File: src/inc/avr_pkg.sv
// Package for the extender routing control block: register map, field
// positions, reset values, mode enumerations and timing constants.
// Assumes a single 250 MHz clock and word-addressed registers.
package avr_pkg;

  localparam int ADDR_W = 3;
  localparam int REG_W = 16;

  localparam logic [ADDR_W-1:0] REG_CTRL = 3'h0;
  localparam logic [ADDR_W-1:0] REG_PRIO = 3'h1;
  localparam logic [ADDR_W-1:0] REG_HALF = 3'h2;
  localparam logic [ADDR_W-1:0] REG_BAUD = 3'h3;
  localparam logic [ADDR_W-1:0] REG_TCP = 3'h4;
  localparam logic [ADDR_W-1:0] REG_STAT = 3'h5;

  localparam logic [REG_W-1:0] CTRL_RST = 16'h0000;
  localparam logic [REG_W-1:0] PRIO_RST = 16'h0010;
  localparam logic [REG_W-1:0] HALF_RST = 16'h0780;
  localparam logic [REG_W-1:0] TCP_PORT_RST = 16'h1F41;

  localparam int CTRL_SELM_LSB = 0;
  localparam int CTRL_MAN_BIT = 2;
  localparam int CTRL_CONV_LSB = 3;
  localparam int CTRL_SER_LSB = 5;
  localparam int PRIO_W = 4;
  localparam int PRIO1_LSB = 4;

  localparam int CLK_HZ = 250_000_000;
  localparam int BAUD_RST = 57_600;
  localparam int BAUD_DIV_RST = CLK_HZ / BAUD_RST;

  typedef enum logic [1:0] {SEL_MANUAL, SEL_FIRST, SEL_PRIO, SEL_LAST} avr_sel_e;
  typedef enum logic [1:0] {CONV_TRANS, CONV_SPLIT, CONV_DOWN} avr_conv_e;
  typedef enum logic [1:0] {SER_PASS, SER_CTRL, SER_BRIDGE} avr_ser_e;

endpackage

File: src/design/avr_routing_ctl.sv
// Routing and mode control for a fiber video extender pair: transmit input
// selection, receive conversion, local serial routing, register port.
// Assumes pixel streams, byte streams and register port share clk; the
// detect pins (activity, over-rate, deep colour) are asynchronous.
//
// Strobed register access and the address map were left to the implementer.
`timescale 1ns/1ps
module avr_routing_ctl
  import avr_pkg::*;
#(
  parameter int VID_W = 24,
  parameter logic [REG_W-1:0] BAUD_DIV = REG_W'(BAUD_DIV_RST)
) (
  input wire logic clk,
  input wire logic reset_n,
  input wire logic [ADDR_W-1:0] reg_addr,
  input wire logic [REG_W-1:0] reg_wdata,
  input wire logic reg_wr,
  input wire logic reg_rd,
  output logic [REG_W-1:0] reg_rdata,
  input wire logic [1:0] in_active_pin,
  input wire logic rate_high_pin,
  input wire logic deep_color_pin,
  input wire logic [1:0] in_valid,
  input wire logic [1:0] in_sof,
  input wire logic [1:0] in_eol,
  input wire logic [1:0] in_eof,
  input wire logic [VID_W-1:0] in0_data,
  input wire logic [VID_W-1:0] in1_data,
  output logic loc_valid,
  output logic loc_sof,
  output logic loc_eol,
  output logic loc_eof,
  output logic [VID_W-1:0] loc_data,
  output logic fib_valid,
  output logic fib_sof,
  output logic fib_eol,
  output logic fib_eof,
  output logic [VID_W-1:0] fib_data,
  input wire logic rx_valid,
  input wire logic rx_sof,
  input wire logic rx_eol,
  input wire logic rx_eof,
  input wire logic [VID_W-1:0] rx_data,
  output logic raw_valid,
  output logic raw_sof,
  output logic raw_eol,
  output logic raw_eof,
  output logic [VID_W-1:0] raw_data,
  output logic first_converted_output_valid,
  output logic first_converted_output_sof,
  output logic first_converted_output_eol,
  output logic [VID_W-1:0] first_converted_output_data,
  output logic second_converted_output_valid,
  output logic second_converted_output_sof,
  output logic second_converted_output_eol,
  output logic [VID_W-1:0] second_converted_output_data,
  input wire logic ser_idle,
  input wire logic ser_rx_valid,
  input wire logic [7:0] ser_rx_byte,
  output logic ser_tx_valid,
  output logic [7:0] ser_tx_byte,
  output logic baud_tick,
  input wire logic fib_ser_in_valid,
  input wire logic [7:0] fib_ser_in_byte,
  output logic fib_ser_out_valid,
  output logic [7:0] fib_ser_out_byte,
  output logic cpu_in_valid,
  output logic cpu_in_from_usb,
  output logic [7:0] cpu_in_byte,
  input wire logic cpu_out_valid,
  input wire logic [7:0] cpu_out_byte,
  input wire logic usb_valid,
  input wire logic [7:0] usb_byte,
  output logic usb_ready,
  input wire logic tcp_in_valid,
  input wire logic [7:0] tcp_in_byte,
  output logic tcp_out_valid,
  output logic [7:0] tcp_out_byte,
  output logic [REG_W-1:0] tcp_port
);

  localparam int C_W = VID_W / 3;

  function automatic avr_conv_e to_conv(input logic [1:0] code);
    to_conv = (code == 2'h1) ? CONV_SPLIT : (code == 2'h2) ? CONV_DOWN : CONV_TRANS;
  endfunction

  function automatic avr_ser_e to_ser(input logic [1:0] code);
    to_ser = (code == 2'h1) ? SER_CTRL : (code == 2'h2) ? SER_BRIDGE : SER_PASS;
  endfunction

  // Quarter-chroma packing: even lines carry Cb on even and Cr on odd
  // pixels, odd lines carry luma only; avoids a line buffer.
  function automatic logic [VID_W-1:0] down_px(input logic [VID_W-1:0] px,
                                                input logic odd_line,
                                                input logic odd_col);
    logic [C_W-1:0] y;
    logic [C_W-1:0] cb;
    logic [C_W-1:0] cr;
    y = px[3*C_W-1:2*C_W];
    cb = (odd_line || odd_col) ? '0 : px[2*C_W-1:C_W];
    cr = (odd_line || !odd_col) ? '0 : px[C_W-1:0];
    down_px = {y, cb, cr};
  endfunction

  // Registers
  logic [REG_W-1:0] ctrl_ff, prio_ff, half_ff, baud_ff, tcp_ff, rdata_ff;
  logic [REG_W-1:0] rd_mux, stat_w;

  // Pin synchronisers: bit0-1 activity, bit2 over-rate, bit3 deep colour
  logic [3:0] s1_ff, s2_ff, s3_ff, flt_ff;
  logic [1:0] act, act_d_ff, rise;
  logic rate_high, deep;

  always_ff @(posedge clk or negedge reset_n) begin
    if (!reset_n) begin
      s1_ff <= '0;
      s2_ff <= '0;
      s3_ff <= '0;
      flt_ff <= '0;
      act_d_ff <= '0;
    end else begin
      s1_ff <= {deep_color_pin, rate_high_pin, in_active_pin};
      s2_ff <= s1_ff;
      s3_ff <= s2_ff;
      flt_ff <= (s2_ff & s3_ff) | (flt_ff & (s2_ff | s3_ff));
      act_d_ff <= act;
    end
  end

  assign act = flt_ff[1:0];
  assign rate_high = flt_ff[2];
  assign deep = flt_ff[3];
  assign rise = act & ~act_d_ff;

  always_ff @(posedge clk or negedge reset_n) begin
    if (!reset_n) begin
      ctrl_ff <= CTRL_RST;
      prio_ff <= PRIO_RST;
      half_ff <= HALF_RST;
      baud_ff <= BAUD_DIV;
      tcp_ff <= TCP_PORT_RST;
      rdata_ff <= '0;
    end else begin
      if (reg_wr && reg_addr == REG_CTRL) ctrl_ff <= reg_wdata;
      if (reg_wr && reg_addr == REG_PRIO) prio_ff <= reg_wdata;
      if (reg_wr && reg_addr == REG_HALF) half_ff <= reg_wdata;
      if (reg_wr && reg_addr == REG_BAUD) baud_ff <= reg_wdata;
      if (reg_wr && reg_addr == REG_TCP) tcp_ff <= reg_wdata;
      rdata_ff <= reg_rd ? rd_mux : '0;
    end
  end

  assign reg_rdata = rdata_ff;
  assign tcp_port = tcp_ff;

  // Transmit selection
  avr_sel_e sel_mode;
  logic man_sel, sel_ff, last_ff, busy_ff, wait_ff, want, cur_sof;
  logic sel_valid, sel_sof, sel_eol, sel_eof, can_switch;
  logic [VID_W-1:0] sel_data;
  logic [PRIO_W-1:0] prio0, prio1;
  logic loc_v_ff, loc_s_ff, loc_l_ff, loc_e_ff;
  logic [VID_W-1:0] loc_d_ff;

  assign sel_mode = avr_sel_e'(ctrl_ff[CTRL_SELM_LSB +: 2]);
  assign man_sel = ctrl_ff[CTRL_MAN_BIT];
  assign prio0 = prio_ff[PRIO_W-1:0];
  assign prio1 = prio_ff[PRIO1_LSB +: PRIO_W];

  always_comb begin
    case (sel_mode)
      SEL_MANUAL: want = man_sel;
      SEL_FIRST: want = act[sel_ff] ? sel_ff : (act[!sel_ff] ? !sel_ff : sel_ff);
      SEL_PRIO: begin
        if (&act) want = (prio1 < prio0);
        else if (act[0]) want = 1'b0;
        else if (act[1]) want = 1'b1;
        else want = sel_ff;
      end
      SEL_LAST: want = (act == 2'h0) ? sel_ff : (act[last_ff] ? last_ff : act[1]);
      default: want = sel_ff;
    endcase
  end

  // One mux index: only one input can ever reach the outputs
  assign sel_valid = in_valid[sel_ff];
  assign sel_sof = in_sof[sel_ff];
  assign sel_eol = in_eol[sel_ff];
  assign sel_eof = in_eof[sel_ff];
  assign sel_data = sel_ff ? in1_data : in0_data;
  assign cur_sof = sel_valid && sel_sof;
  assign can_switch = !busy_ff && !cur_sof;

  always_ff @(posedge clk or negedge reset_n) begin
    if (!reset_n) begin
      sel_ff <= 1'b0;
      last_ff <= 1'b0;
      busy_ff <= 1'b0;
      wait_ff <= 1'b1;
    end else begin
      if (rise[1] && !rise[0]) last_ff <= 1'b1;
      else if (rise[0]) last_ff <= 1'b0;
      if (can_switch && want != sel_ff) begin
        sel_ff <= want;
        wait_ff <= 1'b1;
      end else if (cur_sof) begin
        wait_ff <= 1'b0;
      end
      if (!act[sel_ff]) busy_ff <= 1'b0;
      else if (cur_sof) busy_ff <= 1'b1;
      else if (sel_valid && sel_eof) busy_ff <= 1'b0;
    end
  end

  // A freshly chosen input is held off until its next frame start
  always_ff @(posedge clk or negedge reset_n) begin
    if (!reset_n) begin
      loc_v_ff <= 1'b0;
      loc_s_ff <= 1'b0;
      loc_l_ff <= 1'b0;
      loc_e_ff <= 1'b0;
      loc_d_ff <= '0;
    end else begin
      loc_v_ff <= sel_valid && (sel_sof || !wait_ff);
      loc_s_ff <= sel_sof;
      loc_l_ff <= sel_eol;
      loc_e_ff <= sel_eof;
      loc_d_ff <= sel_data;
    end
  end

  // Same flops feed both destinations, so the copies cannot differ
  assign loc_valid = loc_v_ff;
  assign loc_sof = loc_s_ff;
  assign loc_eol = loc_l_ff;
  assign loc_eof = loc_e_ff;
  assign loc_data = loc_d_ff;
  assign fib_valid = loc_v_ff;
  assign fib_sof = loc_s_ff;
  assign fib_eol = loc_l_ff;
  assign fib_eof = loc_e_ff;
  assign fib_data = loc_d_ff;

  // Receive side conversion
  avr_conv_e conv_ff, eff_conv, req_conv;
  logic [REG_W-1:0] col_ff, pix_col;
  logic odd_ff, first_ff, pix_odd, pix_first, left, frame_start;
  logic raw_v_ff, raw_s_ff, raw_l_ff, raw_e_ff;
  logic [VID_W-1:0] raw_d_ff, cv_px;
  logic a_v_ff, a_s_ff, a_l_ff, b_v_ff, b_s_ff, b_l_ff;
  logic [VID_W-1:0] a_d_ff, b_d_ff;
  logic a_v, a_s, a_l, b_v, b_s, b_l;

  assign frame_start = rx_valid && rx_sof;
  assign req_conv = deep ? CONV_TRANS : to_conv(ctrl_ff[CTRL_CONV_LSB +: 2]);
  assign eff_conv = frame_start ? req_conv : conv_ff;
  assign pix_col = rx_sof ? '0 : col_ff;
  assign pix_odd = rx_sof ? 1'b0 : odd_ff;
  assign pix_first = rx_sof ? 1'b1 : first_ff;
  assign left = pix_col < half_ff;
  assign cv_px = (eff_conv == CONV_DOWN) ? down_px(rx_data, pix_odd, pix_col[0]) :
                 rx_data;

  always_comb begin
    case (eff_conv)
      CONV_SPLIT: begin
        a_v = rx_valid && left;
        a_s = rx_sof;
        a_l = left && (rx_eol || pix_col == REG_W'(half_ff - 16'h0001));
        b_v = rx_valid && !left;
        b_s = pix_first && pix_col == half_ff;
        b_l = rx_eol;
      end
      default: begin
        a_v = rx_valid;
        a_s = rx_sof;
        a_l = rx_eol;
        b_v = rx_valid;
        b_s = rx_sof;
        b_l = rx_eol;
      end
    endcase
  end

  always_ff @(posedge clk or negedge reset_n) begin
    if (!reset_n) begin
      conv_ff <= CONV_TRANS;
      col_ff <= '0;
      odd_ff <= 1'b0;
      first_ff <= 1'b1;
    end else if (rx_valid) begin
      conv_ff <= eff_conv;
      col_ff <= rx_eol ? '0 : REG_W'(pix_col + 16'h0001);
      odd_ff <= rx_eol ? !pix_odd : pix_odd;
      first_ff <= rx_eol ? 1'b0 : pix_first;
    end
  end

  always_ff @(posedge clk or negedge reset_n) begin
    if (!reset_n) begin
      raw_v_ff <= 1'b0;
      raw_s_ff <= 1'b0;
      raw_l_ff <= 1'b0;
      raw_e_ff <= 1'b0;
      raw_d_ff <= '0;
      a_v_ff <= 1'b0;
      a_s_ff <= 1'b0;
      a_l_ff <= 1'b0;
      a_d_ff <= '0;
      b_v_ff <= 1'b0;
      b_s_ff <= 1'b0;
      b_l_ff <= 1'b0;
      b_d_ff <= '0;
    end else begin
      raw_v_ff <= rx_valid;
      raw_s_ff <= rx_sof;
      raw_l_ff <= rx_eol;
      raw_e_ff <= rx_eof;
      raw_d_ff <= rx_data;
      a_v_ff <= a_v;
      a_s_ff <= a_s;
      a_l_ff <= a_l;
      a_d_ff <= cv_px;
      // Over-rate blanking is a best effort: the flag is pin-sampled, not measured
      b_v_ff <= b_v && !rate_high;
      b_s_ff <= b_s;
      b_l_ff <= b_l;
      b_d_ff <= cv_px;
    end
  end

  assign raw_valid = raw_v_ff;
  assign raw_sof = raw_s_ff;
  assign raw_eol = raw_l_ff;
  assign raw_eof = raw_e_ff;
  assign raw_data = raw_d_ff;
  assign first_converted_output_valid = a_v_ff;
  assign first_converted_output_sof = a_s_ff;
  assign first_converted_output_eol = a_l_ff;
  assign first_converted_output_data = a_d_ff;
  assign second_converted_output_valid = b_v_ff;
  assign second_converted_output_sof = b_s_ff;
  assign second_converted_output_eol = b_l_ff;
  assign second_converted_output_data = b_d_ff;

  // Serial routing
  avr_ser_e ser_ff;
  logic [REG_W-1:0] baud_cnt_ff;
  logic tick_ff, stx_v_ff, fso_v_ff, cpu_v_ff, cpu_u_ff, tco_v_ff;
  logic [7:0] stx_b_ff, fso_b_ff, cpu_b_ff, tco_b_ff;
  logic ctl_hit, tx_src_v;
  logic [7:0] tx_src_b;

  assign ctl_hit = (ser_ff == SER_CTRL) && ser_rx_valid;
  assign usb_ready = !ctl_hit;
  assign tx_src_v = (ser_ff == SER_PASS) ? fib_ser_in_valid :
                    (ser_ff == SER_CTRL) ? cpu_out_valid : tcp_in_valid;
  assign tx_src_b = (ser_ff == SER_PASS) ? fib_ser_in_byte :
                    (ser_ff == SER_CTRL) ? cpu_out_byte : tcp_in_byte;

  always_ff @(posedge clk or negedge reset_n) begin
    if (!reset_n) begin
      ser_ff <= SER_PASS;
      baud_cnt_ff <= '0;
      tick_ff <= 1'b0;
    end else begin
      if (ser_idle) ser_ff <= to_ser(ctrl_ff[CTRL_SER_LSB +: 2]);
      tick_ff <= (baud_cnt_ff >= REG_W'(baud_ff - 16'h0001));
      baud_cnt_ff <= (baud_cnt_ff >= REG_W'(baud_ff - 16'h0001)) ? '0 :
                     REG_W'(baud_cnt_ff + 16'h0001);
    end
  end

  always_ff @(posedge clk or negedge reset_n) begin
    if (!reset_n) begin
      stx_v_ff <= 1'b0;
      stx_b_ff <= '0;
      fso_v_ff <= 1'b0;
      fso_b_ff <= '0;
      cpu_v_ff <= 1'b0;
      cpu_u_ff <= 1'b0;
      cpu_b_ff <= '0;
      tco_v_ff <= 1'b0;
      tco_b_ff <= '0;
    end else begin
      stx_v_ff <= tx_src_v;
      stx_b_ff <= tx_src_b;
      fso_v_ff <= (ser_ff == SER_PASS) && ser_rx_valid;
      fso_b_ff <= ser_rx_byte;
      // USB only ever reaches the processor, never the fiber
      cpu_v_ff <= ctl_hit || usb_valid;
      // Source flag only rises with a real USB byte, so an idle cycle reads as zero
      cpu_u_ff <= !ctl_hit && usb_valid;
      cpu_b_ff <= ctl_hit ? ser_rx_byte : usb_byte;
      tco_v_ff <= (ser_ff == SER_BRIDGE) && ser_rx_valid;
      tco_b_ff <= ser_rx_byte;
    end
  end

  assign ser_tx_valid = stx_v_ff;
  assign ser_tx_byte = stx_b_ff;
  assign fib_ser_out_valid = fso_v_ff;
  assign fib_ser_out_byte = fso_b_ff;
  assign cpu_in_valid = cpu_v_ff;
  assign cpu_in_from_usb = cpu_u_ff;
  assign cpu_in_byte = cpu_b_ff;
  assign tcp_out_valid = tco_v_ff;
  assign tcp_out_byte = tco_b_ff;
  assign baud_tick = tick_ff;

  assign stat_w = {7'h00, rate_high, busy_ff, ser_ff, conv_ff, act, sel_ff};
  assign rd_mux = (reg_addr == REG_CTRL) ? ctrl_ff :
                  (reg_addr == REG_PRIO) ? prio_ff :
                  (reg_addr == REG_HALF) ? half_ff :
                  (reg_addr == REG_BAUD) ? baud_ff :
                  (reg_addr == REG_TCP) ? tcp_ff :
                  (reg_addr == REG_STAT) ? stat_w : '0;
endmodule

File: config.mk
export PLATFORM = sky130hd
export DESIGN_NAME = avr_routing_ctl
export DESIGN_NICKNAME = d
export VERILOG_FILES = /design/src/inc/avr_pkg.sv /design/src/design/avr_routing_ctl.sv
export SDC_FILE = /design/constraint.sdc
export NUM_CORES = 1
export LEC_CHECK = 0
export ABC_AREA = 1
export BUFFER_PORTS_ARGS = -buffer_cell sky130_fd_sc_hd__clkbuf_2
export CAP_MARGIN = 20
export CELL_PAD_IN_SITES_DETAIL_PLACEMENT = 1
export CELL_PAD_IN_SITES_GLOBAL_PLACEMENT = 2
export CORE_UTILIZATION = 31
export DETAILED_ROUTE_END_ITERATION = 16
export PLACE_DENSITY = 0.87
export RECOVER_POWER = 50
export SYNTH_ARGS = -nofsm -noshare
export SYNTH_HDL_FRONTEND = slang
export SYNTH_SLANG_ARGS = --single-unit
File: constraint.sdc
create_clock -name clk -period 3.16 [get_ports clk]
set_input_delay 0.158 -clock clk [delete_from_list [all_inputs] [get_ports clk]]
set_output_delay 0.158 -clock clk [all_outputs]
set_load 0.02 [all_outputs]
==> metrics.txt, run 1 <==
Worst-Margin Slew=2.11 ns; Psw=0.00426 W; Primary FF master, synth=dfrtp_1; Internal=0.00740 W; CP Data Required Time=3.67 ns; drt total wl=45.6 mm; Synth cell types=55; synthesized area=0.0127 mm^2; Synth Area in Adders=4.17%; clk buf depth=3; Initial Util=31.7%; top cells by area, synth=dfrtp_1 48%, nand2_1 10%, inv_1 4.4%; leakage power=8.64 nW; RSZ-0062 raised after global routing=yes; Final Hold Fails=0; top-area cell type share of the netlist area=47.8%; Max IR drop VDD=0.429 mV; wire per inst=18.8 um; Post-Synth XOR/XNOR Area=2.25%; failing checks=max-capacitance violations, max-slew violations; warnings from Yosys=0; clock root buffer master=clkbuf_16; Mapped Cells=1425; PortBufs=365; gpl congestion=0.905; startpoint types=flop; clk_skew=0.0418 ns; proportion of power drawn by combinational gates=30.6%; total grt overflow=0; Rows=73; Filler cells=4800; Pwr Total=0.0117 W; Max-cap violations=1; num ports=366; final period utilization=95.2%; share of power burned in registers=38.5%; final worst slack=0.153 ns; slew margin rel.=-40.9%; register area share after synthesis=52.0%; Post-DRT Antenna Nets=0; DRC=0; Min-Delay Endpoint=fib_sof; worst r2r src=baud_ff[1]; Final min period=3.01 ns; pin count of the biggest net entering global routing=80; FFs w/ async S/R, synth=100%; die area=0.0417 mm^2; share of cells above drive strength 1=25.2%; post-synthesis mux area share=0.791%; CTS Buf Count=30; most common cell after layout, fill and taps aside=nand2_1; H-tree levels=1; vias in the first global route=12578; first-pass GRT wire length=70.5 mm; FF+latch area=0.00658 mm^2; EDFF count, synth=0; Iteration-0 DRC Markers=400; Max Fclk=0.333 GHz; leading cell types in the layout, fill and taps excluded=348 x nand2_1, 334 x clkbuf_2, 242 x dfrtp_1; area leader, netlist=dfrtp_1; CTS sink cnt=262; Pwr Density=685 mW/mm^2; chip height=204 um; GR Util All Layers=21.7%; switching portion of total power=36.5%; Synth Area in Compound Gates=9.85%; Avg Cell Area, Syn=8.89 um^2; worst min path class=in -> reg; synthesis-stage register bit count=262; main combinational cell family by area after synthesis=simple AND/OR/NAND/NOR gates; Critical path origin=baud_ff[1]; Clk pwr share=30.9%; worst path arrival time=3.52 ns; core footprint=0.0400 mm^2; final setup fails=0; CP Capture Type=flop; multi-input logic area=0.00480 mm^2; Detailed Routing Iterations Pass 1=5; Worst Hold Depth=4; nets=2069; Slew Viols, Final=78; status=finished with violations; post-synthesis simple-gate area fraction=20.5%; r2r worst-path depth=17; critical setup path kind=reg -> reg; Vias/cell=4.82; dpl ws=0.125 ns; CTS tree=built; r2r endpoint=baud_cnt_ff[4]; R2R setup slack=0.15 ns; vias post-DR=11675; area grow syn2layout=34.4%; clk slew on worst S/H paths=0.06 ns; hold path start=in_sof[1]; die width=204 um; peak fanout along the critical path=8; Worst-Skew Late Latency=0.60 ns; antenna violations before repair=4; post-DP HPWL=31.5 mm; Post-Syn Nets=1621
[cells in the mapped netlist (all sizes together), types with 3 or more instances]
library cell / count
o211ai: 4
inv: 158
mux2: 8
dfstp: 20
nand4: 9
nand3: 58
xor2: 24
clkbuf: 15
o21ai: 129
or2: 4
buf: 92
o211a: 7
maj3: 4
dfrtp: 242
nor4: 5
a31oi: 9
ha: 39
o31ai: 3
xnor2: 6
a21oi: 47
nor3b: 6
o22ai: 4
nor3: 17
a221oi: 13
nor2: 131
nand2: 360
[power by group through the flow]
stage                     Clock (W)  Sequential, W  Combinational [W]
final                       0.00360        0.00449            0.00357
after global routing        0.00381        0.00456            0.00394
after floorplan                   0        0.00471            0.00189
after detailed placement          0        0.00453            0.00313
after global placement            0        0.00450            0.00304
after CTS                   0.00368        0.00447            0.00350
[kinds of logic after synthesis]
logic type,after synthesis
fa+ha+maj,43
xor+xnor,31
buf+inv,267
mux,9
compound gates,220
flops,262
simple gates,593
[worst max-delay path: stages (launching register included)]
cell and delay [ns]:
dfrtp_1 0.39, or2_1 0.27, nor2_2 0.18, nand4_1 0.19, nor3_2 0.24, nand2_1 0.09
nor2_1 0.13, xor2_1 0.15, inv_1 0.06, ha_1 0.28, nand2_1 0.09, inv_1 0.05
nand3_2 0.09, inv_1 0.05, a21oi_1 0.17, nand3_2 0.15, buf_6 0.17, nor3b_1 0.17
[metrics by stage]
step	utilization [%]	hold slack (ns)	TNS (ns)	std cells	cell area (um^2)
final	42.5	0.0678	0	2424	17000
after global routing	42.5	0.0842	-0.200	2423	17000
after CTS	42.4	0.0471	0	2415	17000
after detailed placement	36.4	0.192	0	2220	14600
after global placement	36.4	0.186	0	2220	14600
after floorplan	-	-0.138	0	1425	12700
[worst max path at each step]
stage                           end  slack, ns  depth (start not counted)
finish               baud_cnt_ff[4]       0.15                         17
global route         baud_cnt_ff[4]      -0.03                         17
CTS                  baud_cnt_ff[3]       0.06                         17
detailed placement   baud_cnt_ff[9]       0.13                         17
global placement     baud_cnt_ff[3]       0.26                         17
floorplan           baud_cnt_ff[13]       0.42                         17
[timing repair]
item | 4_1_cts | 5_1_grt
gates resized for setup | 0 | 22
hold buffers | 141 | 0
hold endpoints to repair | 261 | 0
endpoints found under the setup margin | 0 | 17
setup buffers | 0 | 3
[area by class of cell]
type                    instances  share of cell area [%]
diodes                          4                  0.0588
clock buffers                  41                    4.95
clock inverters                13                    1.03
flip-flops and latches        262                    38.7
multi-input cells             896                    28.2
inverters                     160                    3.55
well taps                     525                    3.86
repair buffers                523                    19.7
[registers in the layout (all words and copies together), names as in the netlist, 8 cells and up]
signal,count
reg_rdata,16
baud_cnt_ff,16
second_converted_output_data,24
raw_data,16
baud_ff,16
tcp_port,16
half_ff,16
col_ff,16
ctrl_ff,16
tcp_out_byte,8
fib_data,24
cpu_in_byte,8
ser_tx_byte,8
prio_ff,16
[routing by layer]
layer / track usage, % / share of wire [%]
met2: 39.4 / 52
met3: 3.32 / 4.6
met4: 9.46 / 3.8
met5: 0 / 0
met1: 25.0 / 40
No activity file was read; power rests on OpenSTA's default activity.
==> run 2: changes to the inputs <==
--- a/config.mk
+++ b/config.mk
@@ -14,6 +14,7 @@
 export DETAILED_ROUTE_END_ITERATION = 16
 export PLACE_DENSITY = 0.87
 export RECOVER_POWER = 50
+export REMOVE_ABC_BUFFERS = 1
 export SYNTH_ARGS = -nofsm -noshare
 export SYNTH_HDL_FRONTEND = slang
 export SYNTH_SLANG_ARGS = --single-unit
==> constraint.sdc (replaced) <==
create_clock -name clk -period 3 [get_ports clk]
set_input_delay 0.15 -clock clk [delete_from_list [all_inputs] [get_ports clk]]
set_output_delay 0.15 -clock clk [all_outputs]
set_load 0.02 [all_outputs]
==> run 2 against run 1 <==
Net effect: the run still ends with max-capacitance violations, max-slew violations left; sequential power increased by 4%; final cell count grew 0.12%; global-route usage shrank 1.5 points; largest power group unchanged.
==> metrics.txt, run 2 (synthesis results as in run 1) <==
largest stage delay on the critical path=0.40 ns (about the same); Initial Util=31.7% (unchanged); chip height=204 um (unchanged); CP Capture Type=flop; leakage power=8.69 nW (+0.50%); GR Util All Layers=20.2% (-1.5 points); Antenna Diode Count=0 (-4); Worst-Margin Slew=2.02 ns (-0.0892 ns); Pwr Density=737 mW/mm^2 (+7.5%); num ports=366 (unchanged); Max-cap violations=1 (unchanged); final period utilization=99.0% (+3.9 points); CTS Buf Count=34 (+13%); gpl congestion=0.842 (-7.0%); wire per inst=17.5 um (-7.1%); Iteration-0 DRC Markers=450 (+13%); Post-DRT Antenna Nets=0 (unchanged); Vias/cell=4.73 (-1.9%); Crit path top cell by count=a21oi_2; clk buf depth=3 (unchanged); Worst-Skew Late Latency=0.55 ns (-0.05 ns); final worst slack=0.0288 ns (-0.124 ns); core footprint=0.0400 mm^2 (unchanged); vias post-DR=11471 (-1.7%); CP top delay family=simple AND/OR/NAND/NOR gates; most common cell after layout, fill and taps aside=nand2_1; final setup fails=0 (unchanged); Max Fclk=0.337 GHz (+1.2%); vias in the first global route=12206 (-3.0%); CTS tree=built; area grow syn2layout=35.7%; H-tree levels=2 (+1); Buf/Inv on CP=2 (-2); Fin Hold WS=0.0203 ns (-0.0475 ns); startpoint types=flop; post-DP HPWL=29.9 mm (-5.3%); nets=2073 (+0.19%); crit path max-delay cell type=dfrtp_1; Filler cells=4771 (-0.60%); drt total wl=42.4 mm (-7.0%); dpl cell area=0.0146 mm^2 (+0.34%); dpl ws=-0.0574 ns (-0.182 ns); clock root buffer master=clkbuf_16; clk slew on worst S/H paths=0.06 ns (about the same); share of cells above drive strength 1=25.4% (+0.17 points); antenna violations before repair=0 (-4); pin count of the biggest net entering global routing=80 (unchanged); die area=0.0417 mm^2 (unchanged); worst min path class=in -> reg; Detailed Routing Iterations Pass 1=5 (unchanged); status=finished with violations; Slew Viols, Final=79 (+1.3%); die width=204 um (unchanged); clk_skew=0.0251 ns (-0.0167 ns); CTS sink cnt=262 (unchanged); Final min period=2.97 ns (-0.0359 ns); Rows=73 (unchanged); total grt overflow=0 (unchanged); critical setup path kind=reg -> reg; RSZ-0062 raised after global routing=yes; leading cell types in the layout, fill and taps excluded=344 x nand2_1, 317 x clkbuf_2, 242 x dfrtp_1; failing checks=max-capacitance violations, max-slew violations; sequence of cells on the critical path=or2_4 > nor2_4 > nand4_1 > nor3_2 > nand2_1 > nor2_2 > xor2_1 > inv_1 > ha_4 > a21oi_2 > o21ai_0 > a21oi_2 > nand3_4 > buf_12 > nor3b_1; CP Data Required Time=3.45 ns (-0.22 ns); PortBufs=365 (unchanged); DRC=0 (unchanged); Max IR drop VDD=0.394 mV (-8.0%); peak fanout along the critical path=9 (+1); first-pass GRT wire length=65.6 mm (-7.0%); slew margin rel.=-34.9% (+5.9 points); fin area=0.0172 mm^2 (+0.98%); worst path arrival time=3.42 ns (-0.10 ns); Final Hold Fails=0 (unchanged)
run 2: path summary, 6_finish.rpt:
check                        startpoint  cells after the start               to  slack (ns)
max in group asynchronous       reset_n                      3   ser_tx_byte[5]        0.60
hold / removal             reg_wdata[1]                      3       half_ff[1]        0.02
setup reg to reg             baud_ff[1]                     15   baud_cnt_ff[2]        0.03
setup / recovery             baud_ff[1]                     15   baud_cnt_ff[2]        0.03
min in group asynchronous       reset_n                      2  tcp_out_byte[5]        0.71
hold reg to reg                s1_ff[2]                      0         s2_ff[2]        0.35
run 2: worst min-delay path: cells and delay by family:
kind / cells / cell delay (ns)
AO/OA/AOI/OAI: 1 / 0.16
buffers and inverters: 2 / 0.20
run 2: power breakdown:
| group | switching (W) | total (W) | internal (W) | leakage (nW) |
|---|---|---|---|---|
| combinational | 0.00232 | 0.00374 | 0.00142 | 4.91 |
| clock | 0.00165 | 0.00424 | 0.00259 | 0.574 |
| sequential | 0.000520 | 0.00468 | 0.00416 | 3.20 |
run 2: what timing repair did:
| action | 4_1_cts | 5_1_grt |
|---|---|---|
| gates cloned | 0 | 1 |
| hold endpoints to repair | 241 | 0 |
| setup buffers | 0 | 2 |
| resized for setup | 2 | 24 |
| pin swaps | 0 | 12 |
| hold buffers | 138 | 0 |
| endpoints found under the setup margin | 16 | 17 |
run 2: final cells by class:
class / instances / area (um^2) / share of cell area (%)
clock buffer: 47 / 991 / 5.77
multi-input combinational: 896 / 4850 / 28.2
clock inverter: 14 / 175 / 1.02
timing repair buffer: 523 / 3320 / 19.3
inverter: 160 / 604 / 3.52
tap: 525 / 657 / 3.82
sequential: 262 / 6580 / 38.3
run 2: per-stage QoR:
step / TNS (ns) / std cells / utilization [%] / total power [W]
6_report: 0 / 2427 / 43.0 / 0.0127
5_1_grt: -1.78 / 2427 / 43.0 / 0.0134
3_5_place_dp: -0.675 / 2225 / 36.5 / 0.00804
4_1_cts: 0 / 2424 / 42.9 / 0.0127
2_1_floorplan: 0 / 1318 / - / 0.00662
3_3_place_gp: 0 / 2225 / 36.5 / 0.00792
run 2: per-layer routing:
metal / vias to the layer above / share of wire [%] / wire length (um) / global-route usage [%]
met4: 0 / 2.5 / 1070 / 5.94
met5: - / 0 / 0 / 0
met2: 374 / 50 / 21200 / 35.8
li1: 5436 / - / - / -
met3: 71 / 5.9 / 2510 / 4.37
met1: 5590 / 42 / 17600 / 24.3
==> run 3: changes to the inputs <==
--- a/config.mk
+++ b/config.mk
@@ -10,8 +10,11 @@
 export CAP_MARGIN = 20
 export CELL_PAD_IN_SITES_DETAIL_PLACEMENT = 1
 export CELL_PAD_IN_SITES_GLOBAL_PLACEMENT = 2
+export CORE_ASPECT_RATIO = 0.5
 export CORE_UTILIZATION = 31
+export CTS_BUF_LIST = sky130_fd_sc_hd__clkbuf_4 sky130_fd_sc_hd__clkbuf_8
 export DETAILED_ROUTE_END_ITERATION = 16
+export GPL_TIMING_DRIVEN = 0
 export PLACE_DENSITY = 0.87
 export RECOVER_POWER = 50
 export REMOVE_ABC_BUFFERS = 1
==> run 3 against run 2 <==
Net effect: the run ends with design-rule violations, max-capacitance violations, max-slew violations left; total power shrank 4.8%; wire length grew 6.8%; first-iteration DRC count grew 56%; utilization is essentially flat; sequential cell count is the same; non-clock buffer count is the same; hold slack gained 0.044 ns; sequential power grew 2%; sequential share of layout area grew 0.43 points; register-to-register slack gained 0.07 ns; count of clock-buffer cells in the layout grew 25; highest routed layer unchanged.
==> metrics.txt, run 3 (synthesis results as in run 1) <==
pin count of the biggest net entering global routing=109 (+36%); Iteration-0 DRC Markers=703 (+56%); Pwr Total=0.0120 W (-4.8%); CP Capture Type=flop; RSZ-0062 raised after global routing=yes; clock root buffer master=clkbuf_8; TNS Setup=0 ns (unchanged); final setup fails=0 (unchanged); worst min path class=in -> reg; dpl ws=-0.581 ns (-0.523 ns); post-DP HPWL=31.7 mm (+6.1%); core footprint=0.0396 mm^2 (-1.1%); wire per inst=18.5 um (+5.8%); num ports=366 (unchanged); area grow syn2layout=34.2%; Critical path origin=baud_ff[1]; r2r endpoint=baud_cnt_ff[1]; leading cell types in the layout, fill and taps excluded=346 x nand2_1, 241 x dfrtp_1, 236 x clkbuf_2; total grt overflow=0 (unchanged); clk slew on worst S/H paths=0.06 ns (about the same); Rows=51 (-30%); Worst-Margin Slew=1.60 ns (-0.426 ns); final period utilization=96.6% (-2.4 points); Max IR drop VDD=0.402 mV (+2.0%); gpl congestion=0.829 (-1.4%); most common cell after layout, fill and taps aside=nand2_1; status=finished with violations; Initial Util=32.0% (+0.35 points); Max Fclk=0.345 GHz (+2.5%); Slew Viols, Final=59 (-25%); clk buf depth=3 (unchanged); peak fanout along the critical path=8 (-1); nets=2084 (+0.53%); failing checks=design-rule violations, max-capacitance violations, max-slew violations; Critical Path Sink=baud_cnt_ff[1]; vias post-DR=11482 (+0.096%); CP Data Required Time=3.47 ns (+0.02 ns); chip height=145 um (-29%); critical setup path kind=reg -> reg; CTS Buf Count=42 (+24%); share of cells above drive strength 1=22.2% (-3.2 points); die area=0.0417 mm^2 (+0.12%); Final Hold Fails=0 (unchanged); slew margin rel.=-6.51% (+28 points); startpoint types=flop; cell total after placement=2216 (-0.40%); fin cells=2451 (+0.99%); drt total wl=45.3 mm (+6.8%); clk_skew=0.0235 ns (-0.00159 ns); r2r worst-path depth=16 (+1); die width=288 um (+41%); DRC=2 (+2); antenna violations before repair=1 (+1); Vias/cell=4.68 (-0.88%); worst path arrival time=3.37 ns (-0.05 ns); Post-DRT Antenna Nets=0 (unchanged); Pwr Density=709 mW/mm^2 (-3.8%); Max-cap violations=1 (unchanged); PortBufs=365 (unchanged); hold path start=in_sof[1]; Fin Hold WS=0.0646 ns (+0.0443 ns); final worst slack=0.101 ns (+0.0722 ns); worst r2r src=baud_ff[1]; Detailed Routing Iterations Pass 1=11 (+6); Antenna Diode Count=0 (unchanged); H-tree levels=2 (unchanged); vias in the first global route=11963 (-2.0%); Worst-Skew Late Latency=0.59 ns (+0.04 ns); CTS sink cnt=262 (unchanged); GR Util All Layers=21.6% (+1.4 points); R2R setup slack=0.10 ns (+0.07 ns); first-pass GRT wire length=70.4 mm (+7.3%); leakage power=8.41 nW (-3.2%); CTS tree=built; Final min period=2.90 ns (-0.0722 ns)
==> run 3: cell count changes in the layout (fill, tap and decap cells not counted), sizes merged <==
cell,previous run,this run
bufinv,3,1
dlygate4sd3,138,141
inv,161,157
nand3,58,60
buf,13,17
clkinv,8,3
clkbuf,419,437
clkinvlp,2,5
==> run 3: per-stage QoR <==
step | util [%] | cell area [um^2]
finish | 43.0 | 17000
global route | 43.0 | 17000
detailed placement | 36.7 | 14500
floorplan | - | 11900
global placement | 36.5 | 14400
CTS | 43.0 | 17000
==> run 3: repair_timing <==
item | in CTS | in global routing
hold buffers | 141 | 0
cloned | 3 | 0
resized for setup | 15 | 20
endpoints found under the setup margin | 20 | 17
pin swaps | 7 | 8
buffers inserted | 3 | 8
hold endpoints to repair | 250 | 0
==> run 3: layout make-up <==
type / count / area (um^2)
fillers: 4749 / 22600
flip-flops and latches: 262 / 6580
multi-input cells: 898 / 4890
repair buffers: 523 / 3280
clock buffers: 72 / 910
well taps: 530 / 663
inverters: 160 / 608
clock inverters: 5 / 61.3
repair inverters: 1 / 5.00
==> run 3: routing by layer <==
metal	part of all wire [%]	GRT usage (%)	wire length [um]	up-vias
met5	0	0	0	-
met4	1.7	4.79	760	0
met3	3.2	2.66	1450	54
met2	49	35.8	22400	237
met1	46	30.1	20700	5729
li1	-	-	-	5462
==> run 3: worst max-delay path, stage by stage, from the launching register on <==
cell     delay, ns
dfrtp_1       0.40
or2_1         0.26
nor2_2        0.14
nand4_1       0.19
nor3_2        0.22
nand2_1       0.12
nor2_2        0.11
xor2_1        0.15
inv_1         0.09
ha_4          0.27
nand2_2       0.06
inv_2         0.06
nand3_4       0.07
nor3_4        0.23
nand3_4       0.17
nand3_4       0.19
nor2_1        0.06
==> run 3: worst min-delay path by stage <==
stage | slack, ns | depth (start not counted) | endpoint
finish | 0.06 | 4 | fib_sof
global route | 0.05 | 4 | busy_ff
CTS | 0.01 | 4 | busy_ff
detailed placement | 0.17 | 1 | ser_tx_byte[4]
global placement | 0.26 | 1 | second_converted_output_data[21]
floorplan | -0.15 | 0 | act_d_ff[0]
==> run 3: power by group <==
group | leakage (nW) | internal [W] | switching [W]
registers | 3.20 | 0.00416 | 0.000601
logic | 4.70 | 0.00138 | 0.00235
clock network | 0.508 | 0.00200 | 0.00155
